==> config.mk <==
export PLATFORM = sky130hd
export DESIGN_NAME = wcq_config_table
export DESIGN_NICKNAME = d
export VERILOG_FILES = /design/src/wcq_pkg.sv /design/src/wcq_config_table.sv /design/src/wcq_field_perm.sv
export VERILOG_INCLUDE_DIRS = /design/src
export SDC_FILE = /design/constraint.sdc
export NUM_CORES = 2
export LEC_CHECK = 0
export ABC_AREA = 1
export BUFFER_PORTS_ARGS = -buffer_cell sky130_fd_sc_hd__buf_2
export CAP_MARGIN = 5
export CORE_MARGIN = 1.5
export CORE_UTILIZATION = 50
export CTS_CLUSTER_SIZE = 8
export DETAILED_ROUTE_END_ITERATION = 6
export PLACE_DENSITY = 0.68
export SLEW_MARGIN = 10
export SYNTH_ARGS = -nofsm -noshare
export SYNTH_HDL_FRONTEND = slang
export SYNTH_SLANG_ARGS = --single-unit
==> constraint.sdc <==
create_clock -name i_sys_clk -period 6.5 [get_ports i_sys_clk]
set_input_delay 0.325 -clock i_sys_clk [delete_from_list [all_inputs] [get_ports i_sys_clk]]
set_output_delay 0.325 -clock i_sys_clk [all_outputs]
set_load 0.02 [all_outputs]
==> src/wcq_defs.svh <==
`ifndef WCQ_DEFS_SVH
`define WCQ_DEFS_SVH

// ----------------------------------------------------------------------------
// capability and table placement
// ----------------------------------------------------------------------------
`define WCQ_TABLE_OFFSET    20'h00400
`define WCQ_NUM_WQ          8
`define WCQ_CFG_SIZE_CODE   4'h0
`define WCQ_ENTRY_LOG2_BASE 5
`define WCQ_TOTAL_SIZE      16'h0080

// ----------------------------------------------------------------------------
// dword positions inside one entry
// ----------------------------------------------------------------------------
`define WCQ_NUM_DW          7
`define WCQ_DW_SIZE         0
`define WCQ_DW_THR          1
`define WCQ_DW_MODE         2
`define WCQ_DW_PASID        3
`define WCQ_DW_OCC          4
`define WCQ_DW_OCCH         5
`define WCQ_DW_MISC         6
`define WCQ_DW_STAT         7

// ----------------------------------------------------------------------------
// field positions and writable masks per permission class
// ----------------------------------------------------------------------------
`define WCQ_BIT_DEDICATED   0
`define WCQ_BIT_OIE         31
`define WCQ_STAT_MODE_SUP   0
`define WCQ_STAT_ENABLED    1
`define WCQ_STAT_EN_ERR     2
`define WCQ_MSK_SIZE        32'h0000ffff
`define WCQ_MSK_THR         32'h0000ffff
`define WCQ_MSK_DW2_DIS     32'ha0000001
`define WCQ_MSK_DW2_MISC    32'h00000f02
`define WCQ_MSK_DW3_DIS     32'h000fffff
`define WCQ_MSK_DW4_OLIM    32'h0000ffff
`define WCQ_MSK_DW4_OIE     32'h80000000
`define WCQ_MSK_DW5_DIS     32'hffff0001
`define WCQ_MSK_DW6_MISC    32'h00010f1f
`define WCQ_CFG_RESET       32'h00000000

`endif

==> src/wcq_pkg.sv <==
package wcq_pkg;
    typedef logic [31:0] wcq_dw_t;
    typedef logic [15:0] wcq_cnt_t;
endpackage

==> src/wcq_config_table.sv <==
`timescale 1ns/1ps
`include "wcq_defs.svh"
// Behaviour
// - queue n entry sits at table offset plus n times entry size
// - capability output reports how many work queues exist
// - entry spans two to the power of size code plus five bytes
// - aligned 1, 2, 4 and 8 byte accesses all accepted
// - writes to fields that are currently read-only are dropped
// - mode-support field is read-only always
// - threshold and occupancy interrupt enable writable when config or mode supported
// - queue-disabled-only fields lock while the queue is enabled
// - zero-size queue is inactive and refuses enable
// - fields other than size ignored for an inactive queue
// - enable request runs a consistency check first
// - size is a 16-bit count in bits 15:0, upper bits reserved
// - limited portal on a non-dedicated queue retries at occupancy at or above capped threshold
module wcq_config_table
    import wcq_pkg::*;
#(
    parameter int           NQ         = `WCQ_NUM_WQ,
    parameter int           AW         = 20,
    parameter logic [3:0]   SIZE_CODE  = `WCQ_CFG_SIZE_CODE,
    parameter logic [19:0]  TBL_OFF    = `WCQ_TABLE_OFFSET,
    parameter logic [15:0]  TOTAL_SIZE = `WCQ_TOTAL_SIZE,
    parameter int           QW         = (NQ > 1) ? $clog2(NQ) : 1
)
(
    // clock and reset
    input  wire logic            i_sys_clk,
    input  wire logic            i_srst,
    // memory-mapped access
    input  wire logic            i_req,
    input  wire logic            i_wr,
    input  wire logic [AW-1:0]   i_addr,
    input  wire logic [1:0]      i_size,
    input  wire logic [63:0]     i_wdata,
    output logic                 o_ack,
    output logic                 o_acc_err,
    output logic [63:0]          o_rdata,
    // device state and capabilities
    input  wire logic            i_dev_enabled,
    input  wire logic            i_cfg_support,
    input  wire logic [NQ-1:0]   i_mode_support,
    // queue enable control
    input  wire logic [NQ-1:0]   i_wq_en_req,
    input  wire logic [NQ-1:0]   i_wq_dis_req,
    output logic [NQ-1:0]        o_wq_enabled,
    output logic [NQ-1:0]        o_wq_en_err,
    // capability report
    output logic [AW-1:0]        o_table_offset,
    output logic [7:0]           o_num_wq,
    output logic [3:0]           o_cfg_size_code,
    output logic [15:0]          o_total_size,
    // limited portal submission check
    input  wire logic            i_lp_req,
    input  wire logic [QW-1:0]   i_lp_wq,
    input  wire logic [15:0]     i_lp_occupancy,
    output logic                 o_lp_done,
    output logic                 o_lp_retry
);
    localparam int ELOG = int'(SIZE_CODE) + `WCQ_ENTRY_LOG2_BASE;
    localparam int DWW  = ELOG - 2;

    // ------------------------------------------------------------------------
    // storage and helpers
    // ------------------------------------------------------------------------
    wcq_dw_t           cfg_ff  [NQ][`WCQ_NUM_DW];
    wcq_dw_t           nxt_cfg [NQ][`WCQ_NUM_DW];
    wcq_dw_t           img     [NQ][8];
    logic [NQ-1:0]     en_ff;
    logic [NQ-1:0]     nxt_en;
    logic [NQ-1:0]     err_ff;
    logic [NQ-1:0]     nxt_err;
    logic [NQ-1:0]     we_size;
    logic [NQ-1:0]     we_thr;
    logic [NQ-1:0]     we_dis;
    logic [NQ-1:0]     we_misc;
    logic [NQ-1:0]     we_oie;
    logic [NQ-1:0]     we_olim;

    function automatic wcq_dw_t bexp(input logic [3:0] b);
        bexp = {{8{b[3]}}, {8{b[2]}}, {8{b[1]}}, {8{b[0]}}};
    endfunction

    function automatic wcq_dw_t cls_mask(input int k, input logic ws, input logic wt,
                                         input logic wd, input logic wm,
                                         input logic wo, input logic wl);
        case (k)
            `WCQ_DW_SIZE:  cls_mask = ws ? `WCQ_MSK_SIZE : 32'h0;
            `WCQ_DW_THR:   cls_mask = wt ? `WCQ_MSK_THR : 32'h0;
            `WCQ_DW_MODE:  cls_mask = (wd ? `WCQ_MSK_DW2_DIS : 32'h0)
                                    | (wm ? `WCQ_MSK_DW2_MISC : 32'h0);
            `WCQ_DW_PASID: cls_mask = wd ? `WCQ_MSK_DW3_DIS : 32'h0;
            `WCQ_DW_OCC:   cls_mask = (wl ? `WCQ_MSK_DW4_OLIM : 32'h0)
                                    | (wo ? `WCQ_MSK_DW4_OIE : 32'h0);
            `WCQ_DW_OCCH:  cls_mask = wd ? `WCQ_MSK_DW5_DIS : 32'h0;
            `WCQ_DW_MISC:  cls_mask = wm ? `WCQ_MSK_DW6_MISC : 32'h0;
            default:       cls_mask = 32'h0;
        endcase
    endfunction

    // ------------------------------------------------------------------------
    // address decode
    // ------------------------------------------------------------------------
    logic [AW-1:0]  rel;
    logic           in_tbl;
    logic           aligned;
    logic [QW-1:0]  sel_q;
    logic [DWW-1:0] dw_lo;
    logic [DWW-1:0] dw_hi;
    logic [7:0]     be8;
    logic [2:0]     amask;
    logic           acc_ok;
    logic           wr_go;

    always_comb begin
        rel    = i_addr - AW'(TBL_OFF);
        in_tbl = (i_addr >= AW'(TBL_OFF)) && ((rel >> ELOG) < AW'(NQ));
        sel_q  = rel[ELOG+QW-1:ELOG];
        dw_lo  = {rel[ELOG-1:3], 1'b0};
        dw_hi  = {rel[ELOG-1:3], 1'b1};
        unique case (i_size)
            2'h0: begin be8 = 8'h01; amask = 3'h0; end
            2'h1: begin be8 = 8'h03; amask = 3'h1; end
            2'h2: begin be8 = 8'h0f; amask = 3'h3; end
            2'h3: begin be8 = 8'hff; amask = 3'h7; end
        endcase
        be8     = 8'(be8 << i_addr[2:0]);
        aligned = (i_addr[2:0] & amask) == 3'h0;
        acc_ok  = i_req && in_tbl && aligned;
        wr_go   = acc_ok && i_wr;
    end

    function automatic wcq_dw_t rd_img(input logic [QW-1:0] q, input logic [DWW-1:0] k);
        rd_img = ((k >> 3) == '0) ? img[q][k[2:0]] : 32'h0;
    endfunction

    // ------------------------------------------------------------------------
    // per-queue entry storage and enable check
    // ------------------------------------------------------------------------
    for (genvar g = 0; g < NQ; g++) begin : g_wq
        logic wsel;

        wcq_field_perm u_perm (
            .i_cfg_support  (i_cfg_support),
            .i_mode_support (i_mode_support[g]),
            .i_dev_enabled  (i_dev_enabled),
            .i_wq_enabled   (en_ff[g]),
            .i_occ_int_en   (cfg_ff[g][`WCQ_DW_OCC][`WCQ_BIT_OIE]),
            .o_we_size      (we_size[g]),
            .o_we_thr       (we_thr[g]),
            .o_we_dis       (we_dis[g]),
            .o_we_misc      (we_misc[g]),
            .o_we_oie       (we_oie[g]),
            .o_we_olim      (we_olim[g])
        );

        for (genvar k = 0; k < 8; k++) begin : g_img
            if (k < `WCQ_NUM_DW) begin : g_st
                assign img[g][k] = cfg_ff[g][k];
            end else begin : g_stat
                assign img[g][k] = {29'h0, err_ff[g], en_ff[g], i_mode_support[g]};
            end
        end

        always_comb begin
            wcq_dw_t m;
            wcq_dw_t wd;
            m    = 32'h0;
            wd   = 32'h0;
            wsel = wr_go && (sel_q == QW'(g));
            for (int k = 0; k < `WCQ_NUM_DW; k++) begin
                m  = 32'h0;
                wd = 32'h0;
                if (wsel && (DWW'(k) == dw_lo)) begin
                    m  = bexp(be8[3:0]);
                    wd = i_wdata[31:0];
                end else if (wsel && (DWW'(k) == dw_hi)) begin
                    m  = bexp(be8[7:4]);
                    wd = i_wdata[63:32];
                end
                // read-only bits keep their value
                m = m & cls_mask(k, we_size[g], we_thr[g], we_dis[g],
                                 we_misc[g], we_oie[g], we_olim[g]);
                nxt_cfg[g][k] = (cfg_ff[g][k] & ~m) | (wd & m);
            end
        end

        always_comb begin
            nxt_en[g]  = en_ff[g];
            nxt_err[g] = err_ff[g];
            if (!i_dev_enabled || i_wq_dis_req[g]) begin
                nxt_en[g] = 1'b0;
            end else if (i_wq_en_req[g] && !en_ff[g]) begin
                // consistency check: a zero-size queue never enables
                if (cfg_ff[g][`WCQ_DW_SIZE][15:0] != 16'h0) begin
                    nxt_en[g]  = 1'b1;
                    nxt_err[g] = 1'b0;
                end else begin
                    nxt_err[g] = 1'b1;
                end
            end
        end

        always_ff @(posedge i_sys_clk) begin
            if (i_srst) begin
                for (int k = 0; k < `WCQ_NUM_DW; k++) begin
                    cfg_ff[g][k] <= `WCQ_CFG_RESET;
                end
                en_ff[g]  <= 1'b0;
                err_ff[g] <= 1'b0;
            end else begin
                cfg_ff[g] <= nxt_cfg[g];
                en_ff[g]  <= nxt_en[g];
                err_ff[g] <= nxt_err[g];
            end
        end
    end

    assign o_wq_enabled = en_ff;
    assign o_wq_en_err  = err_ff;

    // ------------------------------------------------------------------------
    // access answer
    // ------------------------------------------------------------------------
    logic        ack_ff;
    logic        nxt_ack;
    logic        aerr_ff;
    logic        nxt_aerr;
    logic [63:0] rdata_ff;
    logic [63:0] nxt_rdata;

    always_comb begin
        nxt_ack   = i_req;
        nxt_aerr  = i_req && !(in_tbl && aligned);
        nxt_rdata = 64'h0;
        if (acc_ok && !i_wr) begin
            nxt_rdata = {rd_img(sel_q, dw_hi), rd_img(sel_q, dw_lo)}
                      & {bexp(be8[7:4]), bexp(be8[3:0])};
        end
    end

    always_ff @(posedge i_sys_clk) begin
        if (i_srst) begin
            ack_ff   <= 1'b0;
            aerr_ff  <= 1'b0;
            rdata_ff <= 64'h0;
        end else begin
            ack_ff   <= nxt_ack;
            aerr_ff  <= nxt_aerr;
            rdata_ff <= nxt_rdata;
        end
    end

    assign o_ack     = ack_ff;
    assign o_acc_err = aerr_ff;
    assign o_rdata   = rdata_ff;

    // ------------------------------------------------------------------------
    // capability report
    // ------------------------------------------------------------------------
    logic [AW-1:0] toff_ff;
    logic [7:0]    nwq_ff;
    logic [3:0]    csz_ff;
    logic [15:0]   tsz_ff;

    always_ff @(posedge i_sys_clk) begin
        if (i_srst) begin
            toff_ff <= '0;
            nwq_ff  <= 8'h00;
            csz_ff  <= 4'h0;
            tsz_ff  <= 16'h0000;
        end else begin
            toff_ff <= AW'(TBL_OFF);
            nwq_ff  <= 8'(NQ);
            csz_ff  <= SIZE_CODE;
            tsz_ff  <= TOTAL_SIZE;
        end
    end

    assign o_table_offset  = toff_ff;
    assign o_num_wq        = nwq_ff;
    assign o_cfg_size_code = csz_ff;
    assign o_total_size    = tsz_ff;

    // ------------------------------------------------------------------------
    // limited portal threshold check
    // ------------------------------------------------------------------------
    logic     lpd_ff;
    logic     nxt_lpd;
    logic     lpr_ff;
    logic     nxt_lpr;
    wcq_cnt_t lp_sz;
    wcq_cnt_t lp_th;
    wcq_cnt_t lp_lim;

    always_comb begin
        lp_sz   = 16'h0;
        lp_th   = 16'h0;
        nxt_lpd = i_lp_req;
        nxt_lpr = 1'b0;
        if (int'(i_lp_wq) < NQ) begin
            lp_sz = cfg_ff[i_lp_wq][`WCQ_DW_SIZE][15:0];
            lp_th = cfg_ff[i_lp_wq][`WCQ_DW_THR][15:0];
        end
        lp_lim = (lp_th > lp_sz) ? lp_sz : lp_th;
        if (i_lp_req) begin
            if ((int'(i_lp_wq) >= NQ) || (lp_sz == 16'h0) || !en_ff[i_lp_wq]) begin
                nxt_lpr = 1'b1;
            end else if (!cfg_ff[i_lp_wq][`WCQ_DW_MODE][`WCQ_BIT_DEDICATED]) begin
                nxt_lpr = i_lp_occupancy >= lp_lim;
            end
        end
    end

    always_ff @(posedge i_sys_clk) begin
        if (i_srst) begin
            lpd_ff <= 1'b0;
            lpr_ff <= 1'b0;
        end else begin
            lpd_ff <= nxt_lpd;
            lpr_ff <= nxt_lpr;
        end
    end

    assign o_lp_done  = lpd_ff;
    assign o_lp_retry = lpr_ff;
endmodule

==> src/wcq_field_perm.sv <==
`timescale 1ns/1ps
// ----------------------------------------------------------------------------
// per-queue write permission of each field class
// ----------------------------------------------------------------------------
module wcq_field_perm
    import wcq_pkg::*;
(
    // state that steers writability
    input  wire logic i_cfg_support,
    input  wire logic i_mode_support,
    input  wire logic i_dev_enabled,
    input  wire logic i_wq_enabled,
    input  wire logic i_occ_int_en,
    // write enables per class
    output logic      o_we_size,
    output logic      o_we_thr,
    output logic      o_we_dis,
    output logic      o_we_misc,
    output logic      o_we_oie,
    output logic      o_we_olim
);
    logic any_cfg;

    always_comb begin
        any_cfg   = i_cfg_support | i_mode_support;
        o_we_size = i_cfg_support & ~i_dev_enabled;
        o_we_thr  = any_cfg;
        o_we_oie  = any_cfg;
        o_we_dis  = any_cfg & ~i_wq_enabled;
        o_we_misc = i_cfg_support & ~i_wq_enabled;
        o_we_olim = any_cfg & ~i_occ_int_en;
    end
endmodule

==> flow_summary.toml <==
[drt]
first_pass_iters = 6
drtIter0Drc = 5816
post_drt_wl_per_cell_um = 19.3
route.detailed.drc = 0
vias = 46800
ant_nets = 0
viasPerCell = 5.57
wl_um = 162000

[sta]
skew_ns = 0.0264
setup_viol = 0
tns_ns = 0
slew-limit-headroom_pct = 24.0
rsz0062_at_grt = "false"
report.final.slew_viol_count = 0
whs_ns = 0.0308
min_period_over_period_pct = 70.8
max_freq_ghz = 0.217
period_minus_slack_ns = 4.60
tightest_slew_ns = 1.14
hold_viol_final = 0

[worst_setup_path]
cpPeakStageDelay_ns = 0.83
path_class = "input port to register"
worst_path_max_delay_cell = "buf_4"
worstPathArrival_ns = 5.24
crit_path_start_kind = "input port"
endpoint_kind = "register"
critPathMaxFanout = 110
timing.critical_path.mode_cell = "nand2_1"
cp.required_ns = 7.13

[yosys]
synth.ff_latch_count = 904
syn_area_um2 = 45800
synth-main-ff-cell = "dfxtp_1"
async_reset_ff_share_pct = 0
synth-warning-count = 0
syn_area_per_cell_um2 = 6.34
ys_types = 54
seq_area_frac_synth_pct = 39.5
synth-edff-count = 0
synthCells = 7234

[pwr]
power.leakage_nw = 24.5
power_density_nw_per_um2 = 252
total_power_mw = 12.8
intPower_mw = 9.47
peakVddDrop_mv = 0.256
p_seq_share_pct = 43.6
clkPwrFrac_pct = 48.7
switchingPower_mw = 3.28
swShare_pct = 25.7
p_comb_share_pct = 7.7

[final_layout]
final_cell_mix = "nor2_1, nand2_1, dfxtp_1, inv_1, o21ai_0"
seq_area_um2 = 18100
layout.cells.non_filler = 8403
fillers = 8871
drive_gt1_share_pct = 7.25
final_area_um2 = 50700
multi_input_area_um2 = 22600
nets = 7377
syn_to_final_growth_pct = 10.5
final_common_cell = "nor2_1"

[placement]
place_area_um2 = 46700
io_buffers = 196
routabilityCongestion = 0.990
hpwlAfterDp_um = 102000
placedCellCount = 8212

[global_route]
antenna_found_initial = 7
track_usage_pct = 34.0
grt_pass1_vias = 42500
grt_max_degree = 169
grt_overflow_total = 0
grt_first_pass_wirelength_um = 248000

[clocking]
cts.hold.buffers_added = 40
clock_sinks = 904
cts_resized = 0
numCtsBuffers = 131
cts_htree_levels = 4
clk_path_buf_depth = 3
cts_tree = "done"
clk_latency_ns = 0.74
ctsRootBufferMaster = "clkbuf_16"
post_cts_buffers = 0
clk_pin_slew_ns = 0.05

[die]
die_y_um = 306
start_util_pct = 50.7
dieArea_um2 = 93500
rows = 110
fp.coreArea_um2 = 90400
die_x_um = 306
io_pins = 268

[worst_hold_path]
hold_path.class = "input port to register"

[run_status]
status = "complete, no violations"

[flow_run]
cap_violations = 0
==> Yosys cell counts (5+ instances only) <==
cell type,n,area [um2]
nor2_1,1791,6720
nand2_1,1739,6530
dfxtp_1,904,18100
inv_1,787,2950
o21ai_0,515,2580
clkbuf_1,276,1040
o22ai_1,178,1110
a21oi_1,169,846
nand3_1,155,776
buf_1,83,312
buf_4,69,518
o211ai_1,61,458
a22oi_1,56,420
buf_2,53,265
nand4_1,45,282
o2111ai_1,43,377
nor2_2,40,250
nor3_1,34,170
ha_1,32,400
nor4_1,21,131
inv_2,19,71.3
nand3_2,14,140
nor2_4,14,158
a31oi_1,13,81.3
buf_6,13,146
o31ai_1,11,82.6
a41oi_1,10,87.6
nand3_4,9,158
nor3_2,9,90.1
a211oi_1,7,52.6
clkbuf_2,6,30.0
o311ai_0,6,52.6
a221oi_1,5,43.8
o221ai_1,5,43.8
==> final cells by class <==
class | instances | share of cell area, %
clock buffer | 139 | 6.70
timing repair buffer | 285 | 3.64
clock inverter | 11 | 0.306
antenna | 1 | 0.00494
inverter | 810 | 6.03
tap | 1176 | 2.90
sequential | 904 | 35.7
multi-input combinational | 5077 | 44.7
==> worst paths after layout <==
path              slack (ns)             from                           to  cells after the start
hold / removal          0.03  i_wq_dis_req[4]  o_wq_en_err[4]$_SDFFE_PP0P_                      5
setup / recovery        1.90       i_lp_wq[0]        o_lp_retry$_SDFF_PP0_                     30
setup reg to reg        2.15         register        o_lp_retry$_SDFF_PP0_                     27
hold reg to reg         0.51         register                     register                      4
==> kinds of logic (layout without fill, tap and decap cells) <==
logic type / count (synthesis) / count (layout) / synth area share, %
flops: 904 / 904 / 39.5
fa+ha+maj: 32 / 32 / 0.874
compound gates: 1099 / 1099 / 14.0
other cells: 1 / 59 / 0.00818
simple gates: 3888 / 3888 / 34.0
buf+inv: 1310 / 1245 / 11.7
==> power groups by stage <==
| stage | Clock, mW | Combinational, mW | Sequential, mW |
|---|---|---|---|
| 5_1_grt | 6.49 | 1.05 | 5.55 |
| 6_report | 6.21 | 0.981 | 5.56 |
| 3_5_place_dp | 0 | 0.936 | 5.67 |
| 3_3_place_gp | 0 | 0.929 | 5.67 |
| 4_1_cts | 6.25 | 0.954 | 5.56 |
| 2_1_floorplan | 0 | 0.626 | 5.67 |
==> per-layer routing <==
metal	global-route usage (%)	vias up	wire, um
met1	46.3	21500	68700
met2	51.6	2428	69300
met4	14.4	12	6400
li1	-	22400	-
met3	7.44	428	17600
met5	0	-	79
==> stage by stage <==
stage | setup WS [ns] | util [%]
2_1_floorplan | 2.43 | -
3_3_place_gp | 1.31 | 51.7
3_5_place_dp | 1.22 | 51.7
4_1_cts | 1.98 | 56.0
5_1_grt | 1.32 | 56.0
6_report | 1.90 | 56.0
==> critical path, delay by kind of cell <==
kind / cells / cell delay [ns]
AND/OR/NAND/NOR: 15 / 1.69
buffers and inverters: 7 / 1.59
AO/OA/AOI/OAI: 6 / 0.99
adder cells (fa/ha/maj): 2 / 0.54
Power figures use the tool's default switching activity.
